File: src/cism_regs.vh
`ifndef CISM_REGS_VH
`define CISM_REGS_VH
// Register byte offsets
`define CISM_OFS_STATUS      12'h100
`define CISM_OFS_MASK        12'h104
`define CISM_OFS_POINTER     12'h120
// Status field positions
`define CISM_PROG_STATUS_HI  31
`define CISM_PROG_STATUS_LO  28
`define CISM_RUNNING_BIT     27
`define CISM_ACK_BIT         25
`define CISM_FIELD_BIT       24
`define CISM_SYNC_ERR_BIT    19
`define CISM_OPCODE_ERR_BIT  18
`define CISM_ABORT_BIT       17
`define CISM_INSTR_PAR_BIT   16
`define CISM_GEN_PAR_BIT     15
`define CISM_RESYNC_BIT      14
`define CISM_TGT_LAT_BIT     13
`define CISM_BUS_LAT_BIT     12
`define CISM_PROG_IRQ_BIT    11
`define CISM_GP_IRQ_BIT      9
`define CISM_SER_DONE_BIT    8
`define CISM_PRESENCE_BIT    5
`define CISM_LOCK_BIT        4
`define CISM_OVERFLOW_BIT    3
`define CISM_LINE_BIT        2
`define CISM_FIELDCHG_BIT    1
`define CISM_FORMAT_BIT      0
// Event flag positions that can be cleared and masked
`define CISM_EVENT_MASK      23'h0ffb3f
`define CISM_MASK_WIDTH      24
`define CISM_MASK_RESET      24'h000000
`define CISM_COMPAT_BIT      23
`define CISM_PTR_RESET       32'h00000000
`endif

File: src/cism_core.v
`include "cism_regs.vh"

// Behaviour
// Writing one to a clearable status bit clears it; zeros leave it alone.
// Four-bit program status set/cleared by instruction set and reset bits.
// Program-running bit reads zero while DMA is disabled; no interrupt.
// Ack bit set on successful serial op, cleared at done if unacknowledged.
// Field bit reads 0 for odd field, 1 for even; status only.
// Sync error flag set on sync counter overflow or sync code mismatch.
// Opcode error flag set on any decoded instruction error.
// Bus abort flag set on master or target abort as initiator.
// Fetch parity error with response on sets flag and stops DMA.
// General parity flag set on any bus parity error, always.
// Resync flag set when FIFO stream disagrees with program expectations.
// Target latency flag set when overrun ends a slow-target transaction.
// Bus latency flag set when overrun drops words due to slow bus.
// Program interrupt flag set by executed instruction with IRQ bit.
// General purpose flag set on programmed edge or level of pin.
// Serial completion flag set when a serial operation finishes.
// Presence flag on video present toggle; lock flag on lock change.
// Overflow flag on converter overflow; format flag on standard switch.
// Line flag on new line or reset edge; field flag on field change.
// Low 23 mask bits enable matching status bits; pending unmask fires at once.
// INTA is a level held until pending enabled conditions are cleared or masked.
// Read-only program counter register returns the DMA instruction pointer.
// Pointer loads start address on rising edge of program enable.
// Interrupt is OR of pending-and-enabled bits; status-only bits excluded.
module cism_core (
	input  wire        i_ref_clk,            // 40 MHz register clock
	input  wire        i_reset_n,            // Async reset, active low
	input  wire [11:0] i_addr,               // Register byte address
	input  wire        i_wr,                 // Write strobe, one cycle
	input  wire        i_rd,                 // Read strobe, one cycle
	input  wire [31:0] i_wdata,              // Write data
	output reg  [31:0] o_rdata,              // Read data, registered
	output reg         o_rvalid,             // Read data valid pulse
	output wire        o_inta_n,             // Interrupt request, active low level
	output wire        o_chipset_compat_enable, // Compatibility mode bit
	input  wire        i_program_enable,     // DMA program enable from control reg
	output wire        o_program_enable_clr, // Pulse: clear program enable
	input  wire        i_parity_resp_en,     // Parity error response enable
	input  wire [31:0] i_start_address,      // Program start address
	input  wire        i_instr_advance,      // Instruction fetched, bump pointer
	input  wire        i_instr_exec,         // Instruction executed pulse
	input  wire [3:0]  i_instr_status_set,   // Status set bits of instruction
	input  wire [3:0]  i_instr_status_reset, // Status reset bits of instruction
	input  wire        i_instr_irq,          // IRQ bit of instruction
	input  wire        i_sync_overflow,      // End-of-line sync counter overflow
	input  wire        i_sync_mismatch,      // Sync codes disagree
	input  wire        i_opcode_error,       // Instruction decode error
	input  wire        i_master_abort,       // Master abort received
	input  wire        i_target_abort,       // Target abort received
	input  wire        i_fetch_parity_err,   // Data parity error on fetch
	input  wire        i_bus_parity_err,     // Any bus parity error
	input  wire        i_stream_resync,      // FIFO stream resync event
	input  wire        i_overrun_target,     // Overrun, slow target terminated
	input  wire        i_overrun_drop,       // Overrun, words dropped
	input  wire        i_serial_done,        // Serial operation finished
	input  wire        i_serial_acked,       // Serial receiver acknowledged
	input  wire        i_external_interrupt_pin, // Async general purpose pin
	input  wire        i_gp_invert,          // Invert the pin
	input  wire        i_gp_edge_mode,       // 1: rising edge, 0: level
	input  wire        i_video_present,      // Async video present level
	input  wire        i_horizontal_lock,    // Async horizontal lock level
	input  wire        i_converter_overflow, // Converter overflow pulse
	input  wire        i_format_pal,         // Async input standard level
	input  wire        i_new_line,           // New analog line pulse
	input  wire        i_horizontal_reset_input, // Async external horizontal reset
	input  wire        i_even_field          // Async field level, 1 = even
);
	localparam NEV = 23;

	wire        wr_status  = i_wr && (i_addr == `CISM_OFS_STATUS);
	wire        wr_mask    = i_wr && (i_addr == `CISM_OFS_MASK);

	// Pin and video levels arrive from other domains
	wire [5:0] sync_lv;
	cism_sync2 #(.WIDTH(6)) u_sync (
		.i_ref_clk (i_ref_clk),
		.i_reset_n (i_reset_n),
		.i_async   ({i_external_interrupt_pin, i_video_present, i_horizontal_lock,
			i_format_pal, i_horizontal_reset_input, i_even_field}),
		.o_sync    (sync_lv)
	);
	wire gp_lvl    = sync_lv[5] ^ i_gp_invert;
	wire field_lvl = sync_lv[0];

	reg [5:0] prev_lv;
	reg       prev_gp;
	reg       program_prev;
	always @(posedge i_ref_clk or negedge i_reset_n) begin
		if (!i_reset_n) begin
			prev_lv      <= 6'h00;
			prev_gp      <= 1'b0;
			program_prev <= 1'b0;
		end else begin
			prev_lv      <= sync_lv;
			prev_gp      <= gp_lvl;
			program_prev <= i_program_enable;
		end
	end
	wire [5:0] lv_chg = sync_lv ^ prev_lv;

	// Event sources per status bit
	reg [NEV-1:0] ev_set;
	always @* begin
		ev_set = {NEV{1'b0}};
		ev_set[`CISM_SYNC_ERR_BIT]   = i_sync_overflow | i_sync_mismatch;
		ev_set[`CISM_OPCODE_ERR_BIT] = i_opcode_error;
		ev_set[`CISM_ABORT_BIT]      = i_master_abort | i_target_abort;
		ev_set[`CISM_INSTR_PAR_BIT]  = i_fetch_parity_err & i_parity_resp_en;
		ev_set[`CISM_GEN_PAR_BIT]    = i_bus_parity_err;
		ev_set[`CISM_RESYNC_BIT]     = i_stream_resync;
		ev_set[`CISM_TGT_LAT_BIT]    = i_overrun_target;
		ev_set[`CISM_BUS_LAT_BIT]    = i_overrun_drop;
		ev_set[`CISM_PROG_IRQ_BIT]   = i_instr_exec & i_instr_irq;
		// Level mode keeps setting while the pin is active
		ev_set[`CISM_GP_IRQ_BIT]     = i_gp_edge_mode ? (gp_lvl & ~prev_gp) : gp_lvl;
		ev_set[`CISM_SER_DONE_BIT]   = i_serial_done;
		ev_set[`CISM_PRESENCE_BIT]   = lv_chg[4];
		ev_set[`CISM_LOCK_BIT]       = lv_chg[3];
		ev_set[`CISM_OVERFLOW_BIT]   = i_converter_overflow;
		ev_set[`CISM_FORMAT_BIT]     = lv_chg[2];
		ev_set[`CISM_LINE_BIT]       = i_new_line | (sync_lv[1] & ~prev_lv[1]);
		ev_set[`CISM_FIELDCHG_BIT]   = lv_chg[0];
	end

	wire [NEV-1:0] ev_flag;
	wire [NEV-1:0] ev_clr = (wr_status ? i_wdata[NEV-1:0] : {NEV{1'b0}}) & `CISM_EVENT_MASK;
	// Reserved positions hold zero so a mask bit there can never raise the request
	assign ev_flag[22:20] = 3'h0;
	assign ev_flag[10]    = 1'b0;
	assign ev_flag[7:6]   = 2'h0;

	cism_event_flag u_sync_err (
		.i_ref_clk (i_ref_clk),
		.i_reset_n (i_reset_n),
		.i_set     (ev_set[`CISM_SYNC_ERR_BIT]),
		.i_clear   (ev_clr[`CISM_SYNC_ERR_BIT]),
		.o_flag    (ev_flag[`CISM_SYNC_ERR_BIT])
	);
	cism_event_flag u_opcode_err (
		.i_ref_clk (i_ref_clk),
		.i_reset_n (i_reset_n),
		.i_set     (ev_set[`CISM_OPCODE_ERR_BIT]),
		.i_clear   (ev_clr[`CISM_OPCODE_ERR_BIT]),
		.o_flag    (ev_flag[`CISM_OPCODE_ERR_BIT])
	);
	cism_event_flag u_abort (
		.i_ref_clk (i_ref_clk),
		.i_reset_n (i_reset_n),
		.i_set     (ev_set[`CISM_ABORT_BIT]),
		.i_clear   (ev_clr[`CISM_ABORT_BIT]),
		.o_flag    (ev_flag[`CISM_ABORT_BIT])
	);
	cism_event_flag u_instr_par (
		.i_ref_clk (i_ref_clk),
		.i_reset_n (i_reset_n),
		.i_set     (ev_set[`CISM_INSTR_PAR_BIT]),
		.i_clear   (ev_clr[`CISM_INSTR_PAR_BIT]),
		.o_flag    (ev_flag[`CISM_INSTR_PAR_BIT])
	);
	cism_event_flag u_gen_par (
		.i_ref_clk (i_ref_clk),
		.i_reset_n (i_reset_n),
		.i_set     (ev_set[`CISM_GEN_PAR_BIT]),
		.i_clear   (ev_clr[`CISM_GEN_PAR_BIT]),
		.o_flag    (ev_flag[`CISM_GEN_PAR_BIT])
	);
	cism_event_flag u_resync (
		.i_ref_clk (i_ref_clk),
		.i_reset_n (i_reset_n),
		.i_set     (ev_set[`CISM_RESYNC_BIT]),
		.i_clear   (ev_clr[`CISM_RESYNC_BIT]),
		.o_flag    (ev_flag[`CISM_RESYNC_BIT])
	);
	cism_event_flag u_tgt_lat (
		.i_ref_clk (i_ref_clk),
		.i_reset_n (i_reset_n),
		.i_set     (ev_set[`CISM_TGT_LAT_BIT]),
		.i_clear   (ev_clr[`CISM_TGT_LAT_BIT]),
		.o_flag    (ev_flag[`CISM_TGT_LAT_BIT])
	);
	cism_event_flag u_bus_lat (
		.i_ref_clk (i_ref_clk),
		.i_reset_n (i_reset_n),
		.i_set     (ev_set[`CISM_BUS_LAT_BIT]),
		.i_clear   (ev_clr[`CISM_BUS_LAT_BIT]),
		.o_flag    (ev_flag[`CISM_BUS_LAT_BIT])
	);
	cism_event_flag u_prog_irq (
		.i_ref_clk (i_ref_clk),
		.i_reset_n (i_reset_n),
		.i_set     (ev_set[`CISM_PROG_IRQ_BIT]),
		.i_clear   (ev_clr[`CISM_PROG_IRQ_BIT]),
		.o_flag    (ev_flag[`CISM_PROG_IRQ_BIT])
	);
	cism_event_flag u_gp_irq (
		.i_ref_clk (i_ref_clk),
		.i_reset_n (i_reset_n),
		.i_set     (ev_set[`CISM_GP_IRQ_BIT]),
		.i_clear   (ev_clr[`CISM_GP_IRQ_BIT]),
		.o_flag    (ev_flag[`CISM_GP_IRQ_BIT])
	);
	cism_event_flag u_ser_done (
		.i_ref_clk (i_ref_clk),
		.i_reset_n (i_reset_n),
		.i_set     (ev_set[`CISM_SER_DONE_BIT]),
		.i_clear   (ev_clr[`CISM_SER_DONE_BIT]),
		.o_flag    (ev_flag[`CISM_SER_DONE_BIT])
	);
	cism_event_flag u_presence (
		.i_ref_clk (i_ref_clk),
		.i_reset_n (i_reset_n),
		.i_set     (ev_set[`CISM_PRESENCE_BIT]),
		.i_clear   (ev_clr[`CISM_PRESENCE_BIT]),
		.o_flag    (ev_flag[`CISM_PRESENCE_BIT])
	);
	cism_event_flag u_lock (
		.i_ref_clk (i_ref_clk),
		.i_reset_n (i_reset_n),
		.i_set     (ev_set[`CISM_LOCK_BIT]),
		.i_clear   (ev_clr[`CISM_LOCK_BIT]),
		.o_flag    (ev_flag[`CISM_LOCK_BIT])
	);
	cism_event_flag u_overflow (
		.i_ref_clk (i_ref_clk),
		.i_reset_n (i_reset_n),
		.i_set     (ev_set[`CISM_OVERFLOW_BIT]),
		.i_clear   (ev_clr[`CISM_OVERFLOW_BIT]),
		.o_flag    (ev_flag[`CISM_OVERFLOW_BIT])
	);
	cism_event_flag u_line (
		.i_ref_clk (i_ref_clk),
		.i_reset_n (i_reset_n),
		.i_set     (ev_set[`CISM_LINE_BIT]),
		.i_clear   (ev_clr[`CISM_LINE_BIT]),
		.o_flag    (ev_flag[`CISM_LINE_BIT])
	);
	cism_event_flag u_fieldchg (
		.i_ref_clk (i_ref_clk),
		.i_reset_n (i_reset_n),
		.i_set     (ev_set[`CISM_FIELDCHG_BIT]),
		.i_clear   (ev_clr[`CISM_FIELDCHG_BIT]),
		.o_flag    (ev_flag[`CISM_FIELDCHG_BIT])
	);
	cism_event_flag u_format (
		.i_ref_clk (i_ref_clk),
		.i_reset_n (i_reset_n),
		.i_set     (ev_set[`CISM_FORMAT_BIT]),
		.i_clear   (ev_clr[`CISM_FORMAT_BIT]),
		.o_flag    (ev_flag[`CISM_FORMAT_BIT])
	);

	// Status-only bits, which writes do not touch, plus the written mask and the pointer
	reg [3:0]  prog_status;
	reg        serial_ack;
	reg [`CISM_MASK_WIDTH-1:0] mask;
	reg [31:0] pointer;
	always @(posedge i_ref_clk or negedge i_reset_n) begin
		if (!i_reset_n) begin
			prog_status <= 4'h0;
			serial_ack  <= 1'b0;
			mask        <= `CISM_MASK_RESET;
			pointer     <= `CISM_PTR_RESET;
		end else begin
			if (i_instr_exec)
				prog_status <= (prog_status | i_instr_status_set) & ~i_instr_status_reset;
			if (i_serial_done)
				serial_ack <= i_serial_acked;
			if (wr_mask)
				mask <= i_wdata[`CISM_MASK_WIDTH-1:0];
			if (i_program_enable && !program_prev)
				pointer <= i_start_address;
			else if (i_instr_advance)
				pointer <= pointer + 32'h00000004;
		end
	end

	assign o_program_enable_clr = ev_set[`CISM_INSTR_PAR_BIT];
	assign o_chipset_compat_enable = mask[`CISM_COMPAT_BIT];

	wire [31:0] status_word = {prog_status,
		i_program_enable,
		1'b0, serial_ack, field_lvl,
		1'b0, 1'b0, 1'b0, 1'b0, ev_flag[19:0]};

	// Only event flags feed the request, so status-only bits cannot assert it
	wire irq = |(ev_flag & mask[NEV-1:0]);
	assign o_inta_n = ~irq;

	always @(posedge i_ref_clk or negedge i_reset_n) begin
		if (!i_reset_n) begin
			o_rdata  <= 32'h00000000;
			o_rvalid <= 1'b0;
		end else begin
			o_rvalid <= i_rd;
			if (i_rd) begin
				case (i_addr)
					`CISM_OFS_STATUS:  o_rdata <= status_word;
					`CISM_OFS_MASK:    o_rdata <= {8'h00, mask};
					`CISM_OFS_POINTER: o_rdata <= pointer;
					default:           o_rdata <= 32'h00000000;
				endcase
			end
		end
	end
endmodule // cism_core

File: src/cism_event_flag.v
// Sticky flag; a set in the same cycle as a clear wins
module cism_event_flag (
	input  wire i_ref_clk,   // Clock
	input  wire i_reset_n,   // Async reset, active low
	input  wire i_set,       // Event pulse
	input  wire i_clear,     // Write-one-to-clear strobe
	output reg  o_flag       // Sticky flag
);
	always @(posedge i_ref_clk or negedge i_reset_n) begin
		if (!i_reset_n)
			o_flag <= 1'b0;
		else if (i_set)
			o_flag <= 1'b1;
		else if (i_clear)
			o_flag <= 1'b0;
	end
endmodule // cism_event_flag

File: src/cism_sync2.v
module cism_sync2 #(
	parameter WIDTH = 1
) (
	input  wire             i_ref_clk,   // Clock
	input  wire             i_reset_n,   // Async reset, active low
	input  wire [WIDTH-1:0] i_async,     // Input from another domain
	output wire [WIDTH-1:0] o_sync       // Synchronised level
);
	reg [WIDTH-1:0] stage1;
	reg [WIDTH-1:0] stage2;

	always @(posedge i_ref_clk or negedge i_reset_n) begin
		if (!i_reset_n) begin
			stage1 <= {WIDTH{1'b0}};
			stage2 <= {WIDTH{1'b0}};
		end else begin
			stage1 <= i_async;
			stage2 <= stage1;
		end
	end

	assign o_sync = stage2;
endmodule // cism_sync2

File: config.mk
export PLATFORM = sky130hd
export DESIGN_NAME = cism_core
export DESIGN_NICKNAME = d
export VERILOG_FILES = /design/src/cism_core.v /design/src/cism_event_flag.v /design/src/cism_sync2.v
export VERILOG_INCLUDE_DIRS = /design/src
export SDC_FILE = /design/constraint.sdc
export NUM_CORES = 1
export LEC_CHECK = 0
export ABC_CLOCK_PERIOD_IN_PS = 2200
export BUFFER_PORTS_ARGS = -buffer_cell sky130_fd_sc_hd__buf_2
export CAP_MARGIN = 20
export CORE_ASPECT_RATIO = 0.9
export CORE_MARGIN = 2
export CORE_UTILIZATION = 45
export DETAILED_ROUTE_END_ITERATION = 8
export PLACE_DENSITY = 0.69
export RECOVER_POWER = 100
export SYNTH_ARGS = -nofsm -noshare
export SYNTH_HDL_FRONTEND = slang
export SYNTH_HIERARCHICAL = 1
export SYNTH_SLANG_ARGS = --single-unit
File: constraint.sdc
create_clock -name i_ref_clk -period 2.2 [get_ports i_ref_clk]
set_input_delay 0.11 -clock i_ref_clk [delete_from_list [all_inputs] [get_ports i_ref_clk]]
set_output_delay 0.11 -clock i_ref_clk [all_outputs]
set_load 0.03 [all_outputs]
==> results.py, run 1 <==
metrics = {
    "timing": {
        "slew_headroom": -0.00857,
        "hold_viol": 0,
        "finalWorstSetupSlack_ps": 167,
        "worst_pin_slew_ps": 1510,
        "fin_worst_skew_ps": 5.68,
        "min_period_over_period": 0.924,
        "min_period_ps": 2030,
        "setup-tns-final_ps": 0,
        "rsz0062_at_grt": "no",
        "max_freq_ghz": 0.492,
        "slew_violations": 34,
        "setup_violations": 0,
    },
    "status": {
        "status": "finished, violations left",
        "violations": "max-capacitance violations, max-slew violations",
    },
    "drt": {
        "wl_met1_um": 7570,
        "met2WireLength_um": 8530,
        "routed_wl_um": 17500,
        "route.detailed.drc": 0,
        "route.antenna.remaining_nets": 0,
        "dr.pass1.iters": 5,
        "drtIter0Drc": 522,
        "vias": 5290,
        "top_layer": "met4",
        "wl_met3_um": 997,
        "vias_per_cell": 5.46,
        "wl_per_cell_um": 18.1,
    },
    "floorplan": {
        "ioPinCount": 151,
        "die_h_um": 115,
        "start_util": 0.461,
        "die_area_um2": 14600,
        "core_um2": 13300,
        "die_w_um": 127,
        "rows": 40,
    },
    "worst_setup_path": {
        "startpoint": "u_fieldchg/o_flag",
        "end_kind": "primary output",
        "crit_chain": "a22o_1, a221oi_1, nand4_1, nor2_1, clkbuf_2",
        "rr_worst_depth": 5,
        "required_ps": 2090,
        "r2r_end": "pointer[30]",
        "cpPeakStageDelay_ps": 400,
        "critPathLaunchType": "flip-flop",
        "endpoint": "o_inta_n",
        "crit_type": "flip-flop to primary output",
        "reg2reg_from": "pointer[3]",
        "cp_data_arrival_time_ps": 1920,
        "slowest_stage": "dfrtp_1",
        "crit_fanout": 3,
        "regToRegSetupSlack_ps": 190,
    },
    "clock_network": {
        "cts_buffers": 17,
        "clockRootBuffer": "clkbuf_16",
        "clockBufferDepth": 2,
        "h-tree-depth": 4,
        "cts_tree": "yes",
        "clk_latency_ps": 420,
        "ctsResizeCount": 0,
        "cts.clk_slew.worst_paths_ps": 60,
        "cts_sinks": 130,
    },
    "grt": {
        "grt_pass1_vias": 5342,
        "grt_max_degree": 88,
        "overflow": 0,
        "antenna_found_initial": 0,
        "grt_pass1_wl_um": 28100,
        "grtUsageTotal": 0.251,
    },
    "placed_design": {
        "dp_slack_ps": 246,
        "gp_congestion": 0.835,
        "placedCellCount": 853,
        "dp_hpwl_um": 11600,
        "place_area_um2": 6980,
        "portBuffers": 142,
    },
    "finish": {
        "final_cells": 968,
        "num_antenna_cells": 0,
        "final.fill_count": 1105,
        "final_cell_area_um2": 8200,
        "final_layout_size_suffix_gt1_frac": 0.190,
        "multi_input_area_um2": 2400,
        "regArea_um2": 3250,
        "area_growth_pct": 33.7,
        "layout.nets": 904,
    },
    "synth": {
        "yosys-top-cells-area": "dfrtp_1, mux2_4, mux2i_1",
        "yosysWarnings": 6,
        "synth.most_common_cell": "dfrtp_1",
        "ys_ff_latch": 130,
        "netlist_top_cells_count": "dfrtp_1, inv_1, nor2_1",
        "synth-edff-count": 0,
        "synth_cells": 568,
        "seq_area_frac_synth": 0.530,
        "yosysTopAreaCellShare": 0.530,
        "synth_cell_types": 43,
        "syn_area_um2": 6140,
        "yosys.area.top_type": "dfrtp_1",
        "avgSynthCellArea_um2": 10.8,
        "synthFlopType": "dfrtp_1",
        "synthArstFlopShare": 1.00,
        "synth_fp_nets": 684,
    },
    "power": {
        "total_power_uw": 6330,
        "power_density_nw_per_um2": 771,
        "cellLeakagePower_uw": 0.00359,
        "ir_worst_vdd_mv": 0.486,
    },
    "worst_hold_path": {
        "hold_path.class": "input pin to flip-flop",
    },
    "run": {
        "max-cap-violations": 1,
    },
}
metrics by stage:
stage,utilization,hold slack [ps]
global route,0.616,46.9
floorplan,-,-186
CTS,0.631,2.10
detailed placement,0.524,119
global placement,0.524,117
finish,0.616,5.18
metal layers:
layer | global-route usage | up-vias
li1 | - | 2468
met3 | 0.0558 | 35
met4 | 0.0901 | 0
met1 | 0.330 | 2576
met5 | 0 | -
met2 | 0.416 | 211
final cells by class:
cell class              count  area share
flip-flops and latches    130       0.397
multi-input cells         350       0.292
repair buffers            236       0.191
clock buffers              21      0.0574
well taps                 168      0.0256
inverters                  53      0.0243
clock inverters            10      0.0133
sequential cells by signal, summed over array words and instances (netlist names), 4 cells and up:
| signal | count |
|---|---|
| u_sync/o_sync | 6 |
| pointer | 32 |
| u_sync/stage1 | 6 |
| o_rdata | 32 |
| mask | 24 |
| prev_lv | 5 |
| prog_status | 4 |
how the worst min path moves through the flow:
stage	slack, ps	startpoint	cells past startpoint	endpoint
finish	5	i_start_address[29]	3	pointer[29]
CTS	2	i_start_address[29]	3	pointer[29]
floorplan	-190	i_reset_n	0	mask[0]
detailed placement	120	i_reset_n	2	u_sync/stage1[5]
global placement	120	i_reset_n	2	u_sync/stage1[5]
global route	50	i_start_address[29]	3	pointer[29]
placed cells by master (no fill, tap or decap), drive strengths merged, types with 5 or more instances in the layout:
master and n:
or4 13, and2 21, nor2 48, or3 5, mux2i 25, inv 53, clkinv 6, a31oi 18
nand4 13, a22oi 12, and4 5, o22ai 32, dfrtp 130, a21o 19, o31ai 13, dlygate4sd3 84
mux2 27, a21oi 37, clkbuf 67, buf 106, nand3 9, xor2 12, o21ai 5, nand2 11
what timing repair did:
action | CTS | global route
hold buffers | 84 | 0
endpoints found under the hold margin | 207 | 0
setup buffers | 0 | 0
critical path, delay by kind of cell (launching register included):
kind,cells,cell delay [ps]
AOI/OAI and AO/OA,2,610
buffers and inverters,1,220
DFF,1,400
and+or+nand+nor,2,270
logic make-up (layout without fill, tap and decap cells):
kind of cell / after synthesis / after routing / synth area share
AO/OA/AOI/OAI: 140 / 140 / 0.145
XOR/XNOR: 16 / 16 / 0.0228
adder cells (fa/ha/maj): 1 / 1 / 0.00204
buffers and inverters: 88 / 320 / 0.0620
flip-flops: 130 / 130 / 0.530
multiplexers: 52 / 52 / 0.103
AND/OR/NAND/NOR: 141 / 141 / 0.136
power by group:
group / total [µW] / switching (µW) / internal [µW]
clock: 2790 / 1050 / 1740
combinational: 818 / 435 / 383
sequential: 2710 / 176 / 2540
No activity file was read; power rests on OpenSTA's default activity.
==> inputs of run 2 (changes only) <==
--- a/config.mk
+++ b/config.mk
@@ -7,12 +7,13 @@
 export NUM_CORES = 1
 export LEC_CHECK = 0
 export ABC_CLOCK_PERIOD_IN_PS = 2200
-export BUFFER_PORTS_ARGS = -buffer_cell sky130_fd_sc_hd__buf_2
+export BUFFER_PORTS_ARGS = -buffer_cell sky130_fd_sc_hd__buf_4
 export CAP_MARGIN = 20
 export CORE_ASPECT_RATIO = 0.9
 export CORE_MARGIN = 2
 export CORE_UTILIZATION = 45
 export DETAILED_ROUTE_END_ITERATION = 8
+export GPL_TIMING_DRIVEN = 0
 export PLACE_DENSITY = 0.69
 export RECOVER_POWER = 100
 export SYNTH_ARGS = -nofsm -noshare
==> run 2 against run 1 <==
  * The flow finishes with violations (negative hold slack)
  * Combinational power rose by 12%
  * Clock skew hardly changed
  * Worst setup slack got worse by 43 ps
  * Clock power is essentially flat
  * Core utilization increased by 3.0 points
  * Global-route usage is 1.7 points higher
  * Register-to-register slack better by 20 ps
  * Count of clock-buffer cells in the layout shrank 2
  * Routed wire length grew 6.9%
  * Critical endpoint unchanged
==> results.py, run 2 (synthesis gave the netlist of run 1 again) <==
metrics = {
    "status": {
        "status": "finished, violations left",
        "violations": "negative hold slack",
    },
    "grt": {
        "overflow": 0,
        "antenna_found_initial": 0,
        "grt_pass1_vias": 5518,
        "grt_pass1_wl_um": 29500,
        "grtUsageTotal": 0.268,
        "grt_max_degree": 98,
    },
    "drt": {
        "route.detailed.drc": 0,
        "vias_per_cell": 5.43,
        "drtIter0Drc": 440,
        "route.antenna.remaining_nets": 0,
        "dr.pass1.iters": 4,
        "routed_wl_um": 18700,
        "wl_per_cell_um": 18.9,
        "vias": 5393,
    },
    "timing": {
        "slew_violations": 0,
        "setup-tns-final_ps": 0,
        "rsz0062_at_grt": "no",
        "hold_viol": 1,
        "max_freq_ghz": 0.482,
        "fin_worst_skew_ps": 6.10,
        "min_period_ps": 2080,
        "min_period_over_period": 0.944,
        "worst_pin_slew_ps": 1320,
        "hold_slack_ps": -0.0205,
        "slew_headroom": 0.118,
        "setup_violations": 0,
    },
    "placed_design": {
        "dp_hpwl_um": 13100,
        "gp_congestion": 0.848,
        "portBuffers": 141,
        "place_area_um2": 7440,
        "placedCellCount": 878,
    },
    "floorplan": {
        "core_um2": 13300,
        "die_h_um": 115,
        "start_util": 0.461,
        "ioPinCount": 151,
        "die_w_um": 127,
        "die_area_um2": 14600,
        "rows": 40,
    },
    "power": {
        "total_power_uw": 6460,
        "ir_worst_vdd_mv": 0.556,
        "cellLeakagePower_uw": 0.00375,
        "power_density_nw_per_um2": 750,
    },
    "clock_network": {
        "cts_sinks": 130,
        "clockRootBuffer": "clkbuf_16",
        "ctsResizeCount": 0,
        "cts_buffers": 17,
        "clk_latency_ps": 420,
        "cts.clk_slew.worst_paths_ps": 60,
        "cts_tree": "yes",
        "h-tree-depth": 4,
        "clockBufferDepth": 2,
    },
    "worst_setup_path": {
        "crit_type": "flip-flop to primary output",
        "crit_fanout": 3,
        "required_ps": 2090,
        "end_kind": "primary output",
        "critPathLaunchType": "flip-flop",
        "cp_data_arrival_time_ps": 1970,
    },
    "finish": {
        "layout.nets": 929,
        "final_core_util": 0.646,
        "final_cell_mix": "dfrtp_1, buf_4, dlygate4sd3_1, clkbuf_1, inv_1",
        "final_cells": 994,
        "layout_commonest_cell": "dfrtp_1",
        "final_layout_size_suffix_gt1_frac": 0.197,
        "final_cell_area_um2": 8600,
        "biggestRegsByFlops": "o_rdata x32, pointer x32, mask x24",
        "num_antenna_cells": 0,
        "area_growth_pct": 40.2,
        "final.fill_count": 1116,
    },
    "worst_hold_path": {
        "hold_path.class": "input pin to flip-flop",
    },
    "run": {
        "max-cap-violations": 0,
    },
}
[run 2: cell types whose count changed in the layout (fill, tap and decap cells not counted), moves of 3 or more]
cell / delta
buf_6: +3
buf_2: -95
clkbuf_4: +10
buf_4: +89
clkbuf_1: +16
[run 2: timing repair]
item                                   4_1_cts  5_1_grt
setup endpoints to repair                    0        0
endpoints found under the hold margin      110        0
buffers inserted                             0        0
hold buffers                                84        0
[run 2: final timing paths]
check                                    startpoint                to  slack [ps]  cells past startpoint
min in group asynchronous                 i_reset_n  u_sync/stage1[5]         130                      2
worst min register to register     u_sync/stage1[5]  u_sync/o_sync[5]         350                      0
worst min-delay path            i_start_address[26]       pointer[26]       -0.02                      3
worst max-delay path              u_fieldchg/o_flag          o_inta_n         120                      5
max in group asynchronous                 i_reset_n       o_rdata[21]         410                      3
worst max register to register           pointer[3]       pointer[24]         210                      6
[run 2: layout make-up]
cell class / count / area [µm²] / share of cell area
flip-flops and latches: 130 / 3250 / 0.378
clock buffers: 19 / 453 / 0.0526
repair buffers: 226 / 1770 / 0.206
well taps: 168 / 210 / 0.0244
clock inverters: 13 / 136 / 0.0158
multi-input cells: 350 / 2420 / 0.281
inverters: 53 / 199 / 0.0231
plain buffers: 35 / 159 / 0.0185
[run 2: per-stage QoR]
stage / hold WS (ps) / worst slack, ps
finish: -0.0205 / 124
global placement: 220 / 117
detailed placement: 22.4 / 57.9
CTS: 1.42 / 129
floorplan: -186 / 539
global route: 1.80 / 32.7
[run 2: worst max-delay path: stages, from the launching register on]
cell and delay (ps):
dfrtp_1 400, a22o_1 230, a221oi_1 400, nand4_1 160, nor2_1 110, clkbuf_2 220
[run 2: power by group]
part	switching [µW]	internal [µW]
registers	186	2540
logic	460	458
clock network	1090	1720
[run 2: metal layers]
metal / vias up / wire, µm / track usage
met5: - / 0 / 0
met4: 0 / 350 / 0.0872
met3: 29 / 1090 / 0.0540
met2: 206 / 9180 / 0.446
met1: 2651 / 8120 / 0.358
li1: 2507 / - / -
